<file path="config.mk">
export PLATFORM = sky130hd
export DESIGN_NAME = eia_top
export DESIGN_NICKNAME = d
export VERILOG_FILES = /design/src/hw/eia_pkg.sv /design/src/hw/eia_top.sv
export SDC_FILE = /design/constraint.sdc
export NUM_CORES = 2
export LEC_CHECK = 0
export BUFFER_PORTS_ARGS = -buffer_cell sky130_fd_sc_hd__buf_2
export CAP_MARGIN = 0
export CORE_ASPECT_RATIO = 2
export CORE_MARGIN = 2
export CORE_UTILIZATION = 35
export CTS_CLUSTER_SIZE = 28
export DETAILED_ROUTE_END_ITERATION = 7
export GPL_TIMING_DRIVEN = 0
export PLACE_DENSITY = 0.6
export SYNTH_ARGS = -nofsm -noshare
export SYNTH_HDL_FRONTEND = slang
export SYNTH_SLANG_ARGS = --single-unit
</file>
<file path="constraint.sdc">
create_clock -name aclk -period 6.1 [get_ports aclk]
set_clock_uncertainty 0.15 [all_clocks]
set_input_delay 0.305 -clock aclk [delete_from_list [all_inputs] [get_ports aclk]]
set_output_delay 0.305 -clock aclk [all_outputs]
set_load 0.05 [all_outputs]
</file>
<file path="src/hw/eia_pkg.sv">
package eia_pkg;
  // Register byte addresses
  localparam logic [7:0] ADDR_ENH = 8'h6c;
  localparam logic [7:0] ADDR_IDATA = 8'h70;
  localparam logic [7:0] ADDR_IADDR = 8'h74;
  localparam logic [7:0] ADDR_STATUS = 8'h78;
  localparam logic [7:0] ADDR_CTRL = 8'h7c;
  localparam logic [7:0] ADDR_LOOP_CURRENT_LIMIT = 8'h80;
  // Enhancement field positions
  localparam int BIT_BOOST = 7;
  localparam int BIT_FSK = 6;
  localparam int BIT_SPEEDUP = 5;
  localparam int BIT_EXTREF = 4;
  localparam int BIT_DEBOUNCE = 3;
  localparam int BIT_VLC = 2;
  localparam int BIT_SQUELCH = 1;
  localparam int BIT_HYST = 0;
  // Control register fields
  localparam int BIT_FSK_MODE = 0;
  localparam int BIT_EXT_BAT = 1;
  localparam int BIT_IRQ_EN = 2;
  localparam int BIT_VARIANT = 3;
  // Status fields
  localparam int BIT_PENDING = 0;
  localparam int BIT_DONE = 1;
  localparam logic [7:0] ENH_RESET = 8'h00;
  // Implemented bits per variant
  localparam logic [7:0] MASK_GEN = 8'hf7;
  localparam logic [7:0] MASK_SEL = 8'hdd;
  // Indirect locations
  localparam logic [7:0] LOC_HYST_HI = 8'h1c;
  localparam logic [7:0] LOC_HYST_LO = 8'h2b;
  localparam logic [7:0] LOC_FSK_FIRST = 8'h63;
  localparam logic [7:0] LOC_TONE_ONE_FREQ_COEF_FIRST = 8'h0d;
  localparam int IND_DEPTH = 256;
  // Timing
  localparam int CLK_HZ = 25_000_000;
  localparam int UPD_HZ = 16_000;
  localparam int UPD_CYC = CLK_HZ / UPD_HZ;
  localparam int TONE_SLOW_HZ = 8_000;
  localparam int TONE_FAST_HZ = 24_000;
  localparam int TONE_SLOW_CYC = CLK_HZ / TONE_SLOW_HZ;
  localparam int TONE_FAST_CYC = CLK_HZ / TONE_FAST_HZ;
  localparam int STEP_FAST_NS = 41_670;
  localparam int STEP_FAST_CYC = CLK_HZ / 1_000_000 * STEP_FAST_NS / 1000;
  localparam int DEBOUNCE_MS = 60;
  localparam int DEBOUNCE_CYC = CLK_HZ / 1000 * DEBOUNCE_MS;
  localparam logic [7:0] BOOST_LIMIT_MA = 8'h29;
  localparam int BOOST_US = 10_000;
  localparam int BOOST_CYC = CLK_HZ / 1_000_000 * BOOST_US;
  typedef enum logic [1:0] {IND_IDLE = 2'b00, IND_WRITE = 2'b01, IND_READ = 2'b11} eia_ind_t;
  typedef struct packed {
    logic boost_active;
    logic tone_fast;
    logic use_fsk_coef;
    logic speedup_algo;
    logic ext_ref;
    logic debounce_on;
    logic closure_by_voltage;
    logic squelch_on;
    logic hyst_on;
  } eia_ctl_t;
endpackage : eia_pkg

</file>
<file path="src/hw/eia_top.sv">
// Local design decision: register access over AXI4-Lite.
`timescale 1ns/1ps
module eia_top #(
  parameter int UPD_CYCLES = eia_pkg::UPD_CYC,
  parameter int DEBOUNCE_CYCLES = eia_pkg::DEBOUNCE_CYC,
  parameter int BOOST_CYCLES = eia_pkg::BOOST_CYC
) (
  input wire logic aclk,
  input wire logic aresetn,
  input wire logic [7:0] s_axi_awaddr,
  input wire logic s_axi_awvalid,
  output logic s_axi_awready,
  input wire logic [31:0] s_axi_wdata,
  input wire logic [3:0] s_axi_wstrb,
  input wire logic s_axi_wvalid,
  output logic s_axi_wready,
  output logic [1:0] s_axi_bresp,
  output logic s_axi_bvalid,
  input wire logic s_axi_bready,
  input wire logic [7:0] s_axi_araddr,
  input wire logic s_axi_arvalid,
  output logic s_axi_arready,
  output logic [31:0] s_axi_rdata,
  output logic [1:0] s_axi_rresp,
  output logic s_axi_rvalid,
  input wire logic s_axi_rready,
  input wire logic ring_burst_end,
  input wire logic closure_by_current,
  input wire logic closure_by_voltage_in,
  input wire logic closure_metric_above_hi,
  input wire logic closure_metric_below_lo,
  output logic [7:0] loop_current_limit,
  output logic tone_tick,
  output logic cadence_step,
  output logic [7:0] tone_coef_base,
  output eia_pkg::eia_ctl_t ctl,
  output logic battery_low_sel,
  output logic loop_closed,
  output logic [15:0] hyst_hi_thr,
  output logic [15:0] hyst_lo_thr,
  output logic indirect_done_irq
);
  logic [31:0] aw_q;
  logic s_axi_wstrb_q0;
  logic aw_full_q, w_full_q, bvalid_q, rvalid_q;
  logic [31:0] wdata_q, rdata_q;
  logic [7:0] enh_q, ctrl_q, loop_current_limit_q, iaddr_q;
  logic [15:0] idata_q, hi_q, lo_q;
  logic data_written_q, done_q, irq_q;
  eia_pkg::eia_ind_t st_q;
  logic [15:0] mem [eia_pkg::IND_DEPTH];
  logic [15:0] upd_cnt_q, tone_cnt_q, step_cnt_q;
  logic [23:0] deb_cnt_q, boost_cnt_q;
  logic bat_low_q, closed_q, bat_req_s1_q, bat_req_q, ext_s1_q, ext_q;

  wire wr_go = aw_full_q && w_full_q && !bvalid_q;
  wire [7:0] wa = aw_q[7:0];
  wire wr_enh = wr_go && wa == eia_pkg::ADDR_ENH;
  wire wr_idata = wr_go && wa == eia_pkg::ADDR_IDATA;
  wire wr_iaddr = wr_go && wa == eia_pkg::ADDR_IADDR;
  wire wr_status = wr_go && wa == eia_pkg::ADDR_STATUS;
  wire wr_ctrl = wr_go && wa == eia_pkg::ADDR_CTRL;
  wire wr_loop_current_limit = wr_go && wa == eia_pkg::ADDR_LOOP_CURRENT_LIMIT;
  wire wr_hit = wr_enh | wr_idata | wr_iaddr | wr_status | wr_ctrl | wr_loop_current_limit;
  wire variant_sel = ctrl_q[eia_pkg::BIT_VARIANT];
  wire [7:0] enh_mask = variant_sel ? eia_pkg::MASK_SEL : eia_pkg::MASK_GEN;
  wire upd_tick = upd_cnt_q == 16'(UPD_CYCLES - 1);
  wire fast_fsk = enh_q[eia_pkg::BIT_FSK] && ctrl_q[eia_pkg::BIT_FSK_MODE];
  wire pending = st_q != eia_pkg::IND_IDLE;
  wire ind_done = pending && upd_tick;
  wire done_clr = wr_status && wdata_q[eia_pkg::BIT_DONE];

  assign s_axi_awready = !aw_full_q;
  assign s_axi_wready = !w_full_q;
  assign s_axi_arready = !rvalid_q;
  assign s_axi_bvalid = bvalid_q;
  assign s_axi_rvalid = rvalid_q;
  assign s_axi_rdata = rdata_q;
  assign s_axi_rresp = 2'b00;

  logic [1:0] bresp_q;
  assign s_axi_bresp = bresp_q;

  function automatic logic [31:0] rd_mux(input logic [7:0] a, input logic [7:0] e, input logic [15:0] d,
                                         input logic [7:0] ia, input logic p, input logic dn,
                                         input logic [7:0] c, input logic [7:0] il);
    logic [31:0] r;
    r = 32'h0000_0000;
    if (a == eia_pkg::ADDR_ENH) r = {24'h00_0000, e};
    if (a == eia_pkg::ADDR_IDATA) r = {16'h0000, d};
    if (a == eia_pkg::ADDR_IADDR) r = {24'h00_0000, ia};
    if (a == eia_pkg::ADDR_STATUS) r = {30'h0000_0000, dn, p};
    if (a == eia_pkg::ADDR_CTRL) r = {24'h00_0000, c};
    if (a == eia_pkg::ADDR_LOOP_CURRENT_LIMIT) r = {24'h00_0000, il};
    return r;
  endfunction : rd_mux

  always_ff @(posedge aclk) begin
    if (!aresetn) begin
      aw_full_q <= 1'b0;
      w_full_q <= 1'b0;
      bvalid_q <= 1'b0;
      bresp_q <= 2'b00;
      aw_q <= 32'h0000_0000;
      wdata_q <= 32'h0000_0000;
    end else begin
      if (s_axi_awvalid && !aw_full_q) begin
        aw_full_q <= 1'b1;
        aw_q <= {24'h00_0000, s_axi_awaddr};
      end
      if (s_axi_wvalid && !w_full_q) begin
        w_full_q <= 1'b1;
        wdata_q <= s_axi_wdata;
      end
      if (wr_go) begin
        aw_full_q <= 1'b0;
        w_full_q <= 1'b0;
        bvalid_q <= 1'b1;
        bresp_q <= wr_hit ? 2'b00 : 2'b10;
      end else if (bvalid_q && s_axi_bready) begin
        bvalid_q <= 1'b0;
      end
    end
  end

  always_ff @(posedge aclk) begin
    if (!aresetn) begin
      rvalid_q <= 1'b0;
      rdata_q <= 32'h0000_0000;
    end else if (s_axi_arvalid && !rvalid_q) begin
      rvalid_q <= 1'b1;
      rdata_q <= rd_mux(s_axi_araddr, enh_q, idata_q, iaddr_q, pending, done_q, ctrl_q, loop_current_limit_q);
    end else if (rvalid_q && s_axi_rready) begin
      rvalid_q <= 1'b0;
    end
  end

  // Software registers; byte lane 0 carries all fields
  always_ff @(posedge aclk) begin
    if (!aresetn) begin
      enh_q <= eia_pkg::ENH_RESET;
      ctrl_q <= 8'h00;
      loop_current_limit_q <= 8'h14;
    end else begin
      if (wr_enh && s_axi_wstrb_q0) enh_q <= wdata_q[7:0] & enh_mask;
      if (wr_ctrl && s_axi_wstrb_q0) ctrl_q <= wdata_q[7:0];
      if (wr_loop_current_limit && s_axi_wstrb_q0) loop_current_limit_q <= wdata_q[7:0];
    end
  end

  always_ff @(posedge aclk) begin
    if (!aresetn) s_axi_wstrb_q0 <= 1'b0;
    else if (s_axi_wvalid && !w_full_q) s_axi_wstrb_q0 <= s_axi_wstrb[0];
  end

  // Indirect request engine
  always_ff @(posedge aclk) begin
    if (!aresetn) begin
      st_q <= eia_pkg::IND_IDLE;
      data_written_q <= 1'b0;
      done_q <= 1'b0;
      idata_q <= 16'h0000;
      iaddr_q <= 8'h00;
      upd_cnt_q <= 16'h0000;
    end else begin
      upd_cnt_q <= upd_tick ? 16'h0000 : upd_cnt_q + 16'h0001;
      if (wr_idata) begin
        idata_q <= wdata_q[15:0];
        data_written_q <= 1'b1;
      end
      if (wr_iaddr && !pending) begin
        iaddr_q <= wdata_q[7:0];
        st_q <= data_written_q ? eia_pkg::IND_WRITE : eia_pkg::IND_READ;
        data_written_q <= 1'b0;
      end
      if (ind_done) begin
        st_q <= eia_pkg::IND_IDLE;
        if (st_q == eia_pkg::IND_READ) idata_q <= mem[iaddr_q];
      end
      if (ind_done) done_q <= 1'b1;
      else if (done_clr) done_q <= 1'b0;
    end
  end

  always_ff @(posedge aclk) begin
    if (ind_done && st_q == eia_pkg::IND_WRITE) mem[iaddr_q] <= idata_q;
    if (ind_done && st_q == eia_pkg::IND_WRITE && iaddr_q == eia_pkg::LOC_HYST_HI) hi_q <= idata_q;
    if (ind_done && st_q == eia_pkg::IND_WRITE && iaddr_q == eia_pkg::LOC_HYST_LO) lo_q <= idata_q;
  end

  always_ff @(posedge aclk) begin
    if (!aresetn) irq_q <= 1'b0;
    else irq_q <= done_q && ctrl_q[eia_pkg::BIT_IRQ_EN];
  end
  assign indirect_done_irq = irq_q;

  // Tone clock and cadence step
  wire [15:0] tone_div = fast_fsk ? 16'(eia_pkg::TONE_FAST_CYC - 1) : 16'(eia_pkg::TONE_SLOW_CYC - 1);
  wire [15:0] step_div = fast_fsk ? 16'(eia_pkg::STEP_FAST_CYC - 1) : 16'(eia_pkg::TONE_SLOW_CYC - 1);
  always_ff @(posedge aclk) begin
    if (!aresetn) begin
      tone_cnt_q <= 16'h0000;
      step_cnt_q <= 16'h0000;
      tone_tick <= 1'b0;
      cadence_step <= 1'b0;
    end else begin
      tone_tick <= tone_cnt_q >= tone_div;
      tone_cnt_q <= (tone_cnt_q >= tone_div) ? 16'h0000 : tone_cnt_q + 16'h0001;
      cadence_step <= step_cnt_q >= step_div;
      step_cnt_q <= (step_cnt_q >= step_div) ? 16'h0000 : step_cnt_q + 16'h0001;
    end
  end

  // Current limit boost after ring burst
  always_ff @(posedge aclk) begin
    if (!aresetn) boost_cnt_q <= 24'h00_0000;
    else if (ring_burst_end && enh_q[eia_pkg::BIT_BOOST]) boost_cnt_q <= 24'(BOOST_CYCLES);
    else if (boost_cnt_q != 24'h00_0000) boost_cnt_q <= boost_cnt_q - 24'h00_0001;
  end

  // Battery switch: high-to-low debounced
  always_ff @(posedge aclk) begin
    if (!aresetn) begin
      bat_req_s1_q <= 1'b0;
      bat_req_q <= 1'b0;
      ext_s1_q <= 1'b0;
      ext_q <= 1'b0;
      bat_low_q <= 1'b0;
      deb_cnt_q <= 24'h00_0000;
    end else begin
      bat_req_s1_q <= closure_metric_below_lo;
      bat_req_q <= bat_req_s1_q;
      ext_s1_q <= ctrl_q[eia_pkg::BIT_EXT_BAT];
      ext_q <= ext_s1_q;
      if (!bat_req_q) begin
        bat_low_q <= 1'b0;
        deb_cnt_q <= 24'h00_0000;
      end else if (!(ext_q && enh_q[eia_pkg::BIT_DEBOUNCE])) begin
        bat_low_q <= 1'b1;
      end else if (deb_cnt_q >= 24'(DEBOUNCE_CYCLES - 1)) begin
        bat_low_q <= 1'b1;
      end else begin
        deb_cnt_q <= deb_cnt_q + 24'h00_0001;
      end
    end
  end

  // Loop-closure decision
  wire raw_closed = enh_q[eia_pkg::BIT_VLC] ? closure_by_voltage_in : closure_by_current;
  always_ff @(posedge aclk) begin
    if (!aresetn) closed_q <= 1'b0;
    else if (!enh_q[eia_pkg::BIT_HYST]) closed_q <= raw_closed;
    else if (closure_metric_above_hi) closed_q <= 1'b1;
    else if (closure_metric_below_lo) closed_q <= 1'b0;
  end

  assign loop_current_limit = (boost_cnt_q != 24'h00_0000) ? eia_pkg::BOOST_LIMIT_MA : loop_current_limit_q;
  assign tone_coef_base = fast_fsk ? eia_pkg::LOC_FSK_FIRST : eia_pkg::LOC_TONE_ONE_FREQ_COEF_FIRST;
  assign ctl = '{boost_active: boost_cnt_q != 24'h00_0000, tone_fast: fast_fsk, use_fsk_coef: fast_fsk,
                 speedup_algo: enh_q[eia_pkg::BIT_SPEEDUP],
                 ext_ref: enh_q[eia_pkg::BIT_EXTREF],
                 debounce_on: enh_q[eia_pkg::BIT_DEBOUNCE],
                 closure_by_voltage: enh_q[eia_pkg::BIT_VLC],
                 squelch_on: enh_q[eia_pkg::BIT_SQUELCH],
                 hyst_on: enh_q[eia_pkg::BIT_HYST]};
  assign battery_low_sel = bat_low_q;
  assign loop_closed = closed_q;
  assign hyst_hi_thr = hi_q;
  assign hyst_lo_thr = lo_q;

  AST_PEND_CLEARS: assert property (@(posedge aclk) disable iff (!aresetn)
    pending && upd_tick |=> !pending) else $error("pending not cleared on tick");
  AST_REQ_SETS_PEND: assert property (@(posedge aclk) disable iff (!aresetn)
    wr_iaddr && !pending && !upd_tick |=> pending) else $error("request not pending");
  AST_ONLY_TICK: assert property (@(posedge aclk) disable iff (!aresetn)
    pending && !upd_tick && !wr_iaddr |=> pending) else $error("serviced off tick");
  AST_DONE_SET: assert property (@(posedge aclk) disable iff (!aresetn)
    ind_done |=> done_q) else $error("done not set");
  AST_ENH_MASK: assert property (@(posedge aclk) disable iff (!aresetn)
    wr_enh && s_axi_wstrb_q0 |=> (enh_q & ~$past(enh_mask)) == 8'h00) else $error("reserved bit set");
  AST_BOOST: assert property (@(posedge aclk) disable iff (!aresetn)
    ring_burst_end && enh_q[eia_pkg::BIT_BOOST] |=> loop_current_limit == eia_pkg::BOOST_LIMIT_MA)
    else $error("boost missing");
  AST_NO_BOOST: assert property (@(posedge aclk) disable iff (!aresetn)
    ring_burst_end && !enh_q[eia_pkg::BIT_BOOST] && boost_cnt_q == 24'h00_0000 |=> loop_current_limit == loop_current_limit_q)
    else $error("limit not programmed");
  AST_COEF: assert property (@(posedge aclk) disable iff (!aresetn)
    !fast_fsk |-> tone_coef_base == eia_pkg::LOC_TONE_ONE_FREQ_COEF_FIRST) else $error("wrong coef");
  AST_VLC: assert property (@(posedge aclk) disable iff (!aresetn)
    !enh_q[eia_pkg::BIT_HYST] && enh_q[eia_pkg::BIT_VLC] |=> closed_q == $past(closure_by_voltage_in))
    else $error("closure source wrong");
  AST_CUR_CLOSE: assert property (@(posedge aclk) disable iff (!aresetn)
    !enh_q[eia_pkg::BIT_HYST] && !enh_q[eia_pkg::BIT_VLC] |=> closed_q == $past(closure_by_current))
    else $error("current closure wrong");
  AST_HYST_SET: assert property (@(posedge aclk) disable iff (!aresetn)
    enh_q[eia_pkg::BIT_HYST] && closure_metric_above_hi |=> loop_closed)
    else $error("upper threshold ignored");
  AST_HYST_HOLD: assert property (@(posedge aclk) disable iff (!aresetn)
    enh_q[eia_pkg::BIT_HYST] && !closure_metric_above_hi && !closure_metric_below_lo |=> loop_closed == $past(loop_closed))
    else $error("hysteresis not held");
  AST_DEB_NOW: assert property (@(posedge aclk) disable iff (!aresetn)
    bat_req_q && !(ext_q && enh_q[eia_pkg::BIT_DEBOUNCE]) |=> battery_low_sel)
    else $error("undebounced switch late");
  AST_DEB_HOLD: assert property (@(posedge aclk) disable iff (!aresetn)
    $rose(bat_req_q) && ext_q && enh_q[eia_pkg::BIT_DEBOUNCE] |=> !battery_low_sel)
    else $error("debounce skipped");
  AST_BAT_HIGH: assert property (@(posedge aclk) disable iff (!aresetn)
    !bat_req_q |=> !battery_low_sel)
    else $error("low-to-high switch delayed");
  AST_WRITE_LANDS: assert property (@(posedge aclk) disable iff (!aresetn)
    ind_done && st_q == eia_pkg::IND_WRITE |=> mem[iaddr_q] == $past(idata_q))
    else $error("indirect write lost");
  AST_IRQ: assert property (@(posedge aclk) disable iff (!aresetn)
    done_q && ctrl_q[eia_pkg::BIT_IRQ_EN] |=> indirect_done_irq)
    else $error("done interrupt missing");
  COV_WRITE: cover property (@(posedge aclk) ind_done && st_q == eia_pkg::IND_WRITE);
  COV_READ: cover property (@(posedge aclk) ind_done && st_q == eia_pkg::IND_READ);
  COV_FAST: cover property (@(posedge aclk) fast_fsk && tone_tick);
  COV_DEBOUNCE: cover property (@(posedge aclk) ext_q && enh_q[eia_pkg::BIT_DEBOUNCE] && $rose(bat_low_q));
  COV_HYST: cover property (@(posedge aclk) enh_q[eia_pkg::BIT_HYST] && closure_metric_above_hi);
endmodule : eia_top

</file>
==> flow_summary.json <==
{
  "cts_root_buf": "clkbuf_16",
  "worstMarginPinSlew_ns": 1.60,
  "fin_crit_sh_pct": 106,
  "syn-cell-area_sq_um": 167000,
  "slew_violations": 47,
  "async_reset_ff_share_pct": 0,
  "synthCells": 8365,
  "grt_overflow": 0,
  "layout.cells.non_filler": 16100,
  "synthAdderAreaFrac_pct": 0.113,
  "drive_above_1_share_pct": 28.2,
  "r2r_slack_ns": -0.40,
  "arrival_ns": 7.22,
  "startpoint_type": "flip-flop",
  "dp_hpwl_mm": 588,
  "antenna_found_initial": 123,
  "grt_pass1_wl_mm": 989,
  "num-nets-final": 9457,
  "power_density_nw_per_um2": 295,
  "fin_ws_ns": -0.396,
  "clk_path_buf_depth": 4,
  "crit_type": "flip-flop to flip-flop",
  "final_common_cell": "edfxtp_1",
  "r2r_end": "idata_q[0]",
  "start_util_pct": 35.1,
  "intPower_mw": 46.2,
  "wl_per_cell_microns": 48.6,
  "p_sw_mw": 12.1,
  "mostFrequentLayoutCells": "edfxtp_1 (4096), mux4_2 (890), nor2_1 (397)",
  "synth_ff_type": "edfxtp_1",
  "placementRows": 358,
  "crit_chain": "buf_4 -> buf_2 -> buf_2 -> buf_2 -> mux4_2 -> a22oi_1 -> nand3_2 -> o2111a_1 -> nand3_1 -> o211ai_1",
  "final_util_pct": 41.7,
  "max_freq_mhz": 154,
  "die_height_microns": 979,
  "port_buffers": 125,
  "vias_per_cell": 5.97,
  "cts_setup_buffers": 0,
  "ant_nets": 0,
  "grt_start_max_net_pins": 90,
  "ys_seq_elements": 4307,
  "max-vdd-ir-drop_mv": 0.233,
  "required_ns": 6.82,
  "worst_hold_slack_ns": 0.0964,
  "area_growth_syn_to_layout_pct": 18.8,
  "num_vias": 96300,
  "reg2reg_depth": 10,
  "power_leakage_nw": 49.8,
  "cpPeakStageDelay_ns": 0.92,
  "status": "complete, but fails checks",
  "numCtsBuffers": 378,
  "power_frac_clock_pct": 43.9,
  "boundaryPins": 167,
  "cp_max_fo": 11,
  "place_ws_ns": -1.22,
  "ys_types": 76,
  "cts.clk_slew.worst_paths_ns": 0.07,
  "die_area_sq_um": 482000,
  "yosysWarnings": 0,
  "synth-compound-area-share_pct": 3.47,
  "min_period_ns": 6.50,
  "syn_area_per_cell_sq_um": 19.9,
  "pwr-share-seq_pct": 54.8,
  "synthXorXnorAreaFrac_pct": 0.352,
  "fp.dieW_microns": 492,
  "cts_tree": "yes",
  "synth_top_family_by_area": "multiplexers",
  "finalHoldViolations": 0,
  "post_dp_cell_area_sq_um": 183000,
  "ys_seq_area_share_pct": 76.4,
  "drtIter0Drc": 12900,
  "drt-pass1-iter-count": 8,
  "setup.worst_path.end": "idata_q[0]",
  "maxCapViolCount": 9,
  "synth_edf_count": 4096,
  "relSlewSlack_pct": -6.52,
  "cpMaxStageDelayCell": "buf_2",
  "setup-tns-final_ns": -3.81,
  "clock_latency_ns": 1.03,
  "drc": 0,
  "cpMostUsedCell": "buf_2",
  "core-area_sq_um": 474000,
  "htree_levels": 5,
  "muxShareOfSynthArea_pct": 14.3,
  "fin_area_sq_um": 198000,
  "combPwrFrac_pct": 1.3,
  "placed_cells": 15200,
  "p_sw_share_pct": 20.8,
  "power.total_mw": 58.4,
  "setup_viol": 15,
  "synthSimpleGateAreaFrac_pct": 3.65,
  "hp-class": "input pin to flip-flop",
  "drt_wl_total_mm": 784,
  "worstHoldPathCells": 4,
  "grt_pass1_vias": 94800,
  "gp_congestion": 1.07,
  "setup.worst_path.end_class": "flip-flop",
  "violations": "capacitance limit, slew limit, setup timing",
  "cts_sinks": 4307,
  "grt_usage_pct": 32.1
}
## power groups by stage
stage	combinational (mW)	clock [mW]	sequential (mW)
2_1_floorplan	0.483	0	32.6
3_3_place_gp	0.657	0	32.6
3_5_place_dp	0.671	0	32.6
4_1_cts	0.733	25.8	32.0
5_1_grt	0.796	26.7	32.0
6_report	0.733	25.6	32.0
## worst max-delay path: cells and delay by family (launching register included)
kind                   cells  cell delay, ns
buffers and inverters      4            2.96
AOI/OAI and AO/OA          3            1.05
DFF                        1            0.46
muxes                      1            0.41
and+or+nand+nor            2            1.23
## cell usage after synthesis (29+ instances only)
library cell | count | share of area [%]
nor2_1 | 658 | 1.5
nor3_1 | 94 | 0.28
buf_2 | 119 | 0.36
edfxtp_1 | 4096 | 74
a211oi_1 | 39 | 0.18
dfxtp_1 | 211 | 2.5
o21ai_0 | 92 | 0.28
o221ai_1 | 118 | 0.62
o211ai_1 | 35 | 0.16
nand4_1 | 36 | 0.14
a21oi_1 | 147 | 0.44
nand2_1 | 198 | 0.45
clkbuf_1 | 258 | 0.58
nor4_1 | 53 | 0.20
nand3_1 | 92 | 0.28
a31oi_1 | 36 | 0.14
mux4_2 | 890 | 12
inv_1 | 29 | 0.065
mux2i_1 | 326 | 2.0
xor2_1 | 40 | 0.21
mux2_2 | 52 | 0.35
o22ai_1 | 83 | 0.31
buf_4 | 109 | 0.49
a22oi_1 | 137 | 0.62
## worst min-delay path by stage
| stage | from | endpoint | slack (ns) |
|---|---|---|---|
| floorplan | s_axi_rready | s_axi_rvalid | 0.25 |
| global placement | step_cnt_q[12] | step_cnt_q[12] | 0.29 |
| detailed placement | data_written_q | data_written_q | 0.30 |
| CTS | closure_by_voltage_in | loop_closed | 0.01 |
| global route | closure_by_voltage_in | loop_closed | 0.13 |
| finish | closure_by_voltage_in | loop_closed | 0.1 |
## metal layers
metal	share of wire, %	up-vias	GRT usage [%]
li1	-	36600	-
met1	29	51500	30.6
met2	49	6103	53.8
met3	7.9	2130	7.74
met4	14	32	35.7
met5	0.027	-	0
## sequential cells by signal, indices dropped and copies added (netlist names), 2 cells and up, named ones only
signal / count
wdata_q: 16
enh_q: 8
iaddr_q: 8
hyst_lo_thr: 15
s_axi_rdata: 16
mem: 4066
hyst_hi_thr: 15
loop_current_limit_q: 8
boost_cnt_q: 24
upd_cnt_q: 16
aw_q: 8
ctrl_q: 8
idata_q: 16
step_cnt_q: 16
st_q: 2
tone_cnt_q: 16
deb_cnt_q: 24
## area by class of cell
type,instances,area (sq um)
clock buffers,445,9780
multi-input cells,3525,37900
flip-flops and latches,4307,127000
repair buffers,611,8630
diodes,125,313
plain buffers,523,2820
well taps,6300,7880
clock inverters,255,3100
fillers,41300,277000
inverters,32,120
## logic make-up after synthesis
family	Yosys count
and+or+nand+nor	1323
DFF	4307
adders and majority gates	15
xor gates and xnor gates	67
muxes	1268
AOI/OAI and AO/OA	824
buffers and inverters	559
other	2
## timing repair
action                                  CTS  global route
pin swaps                                 3             0
hold endpoints to repair                103             0
resized for setup                        72            16
endpoints found under the setup margin   16            12
hold buffers                            114             0
Power figures use the tool's default switching activity.
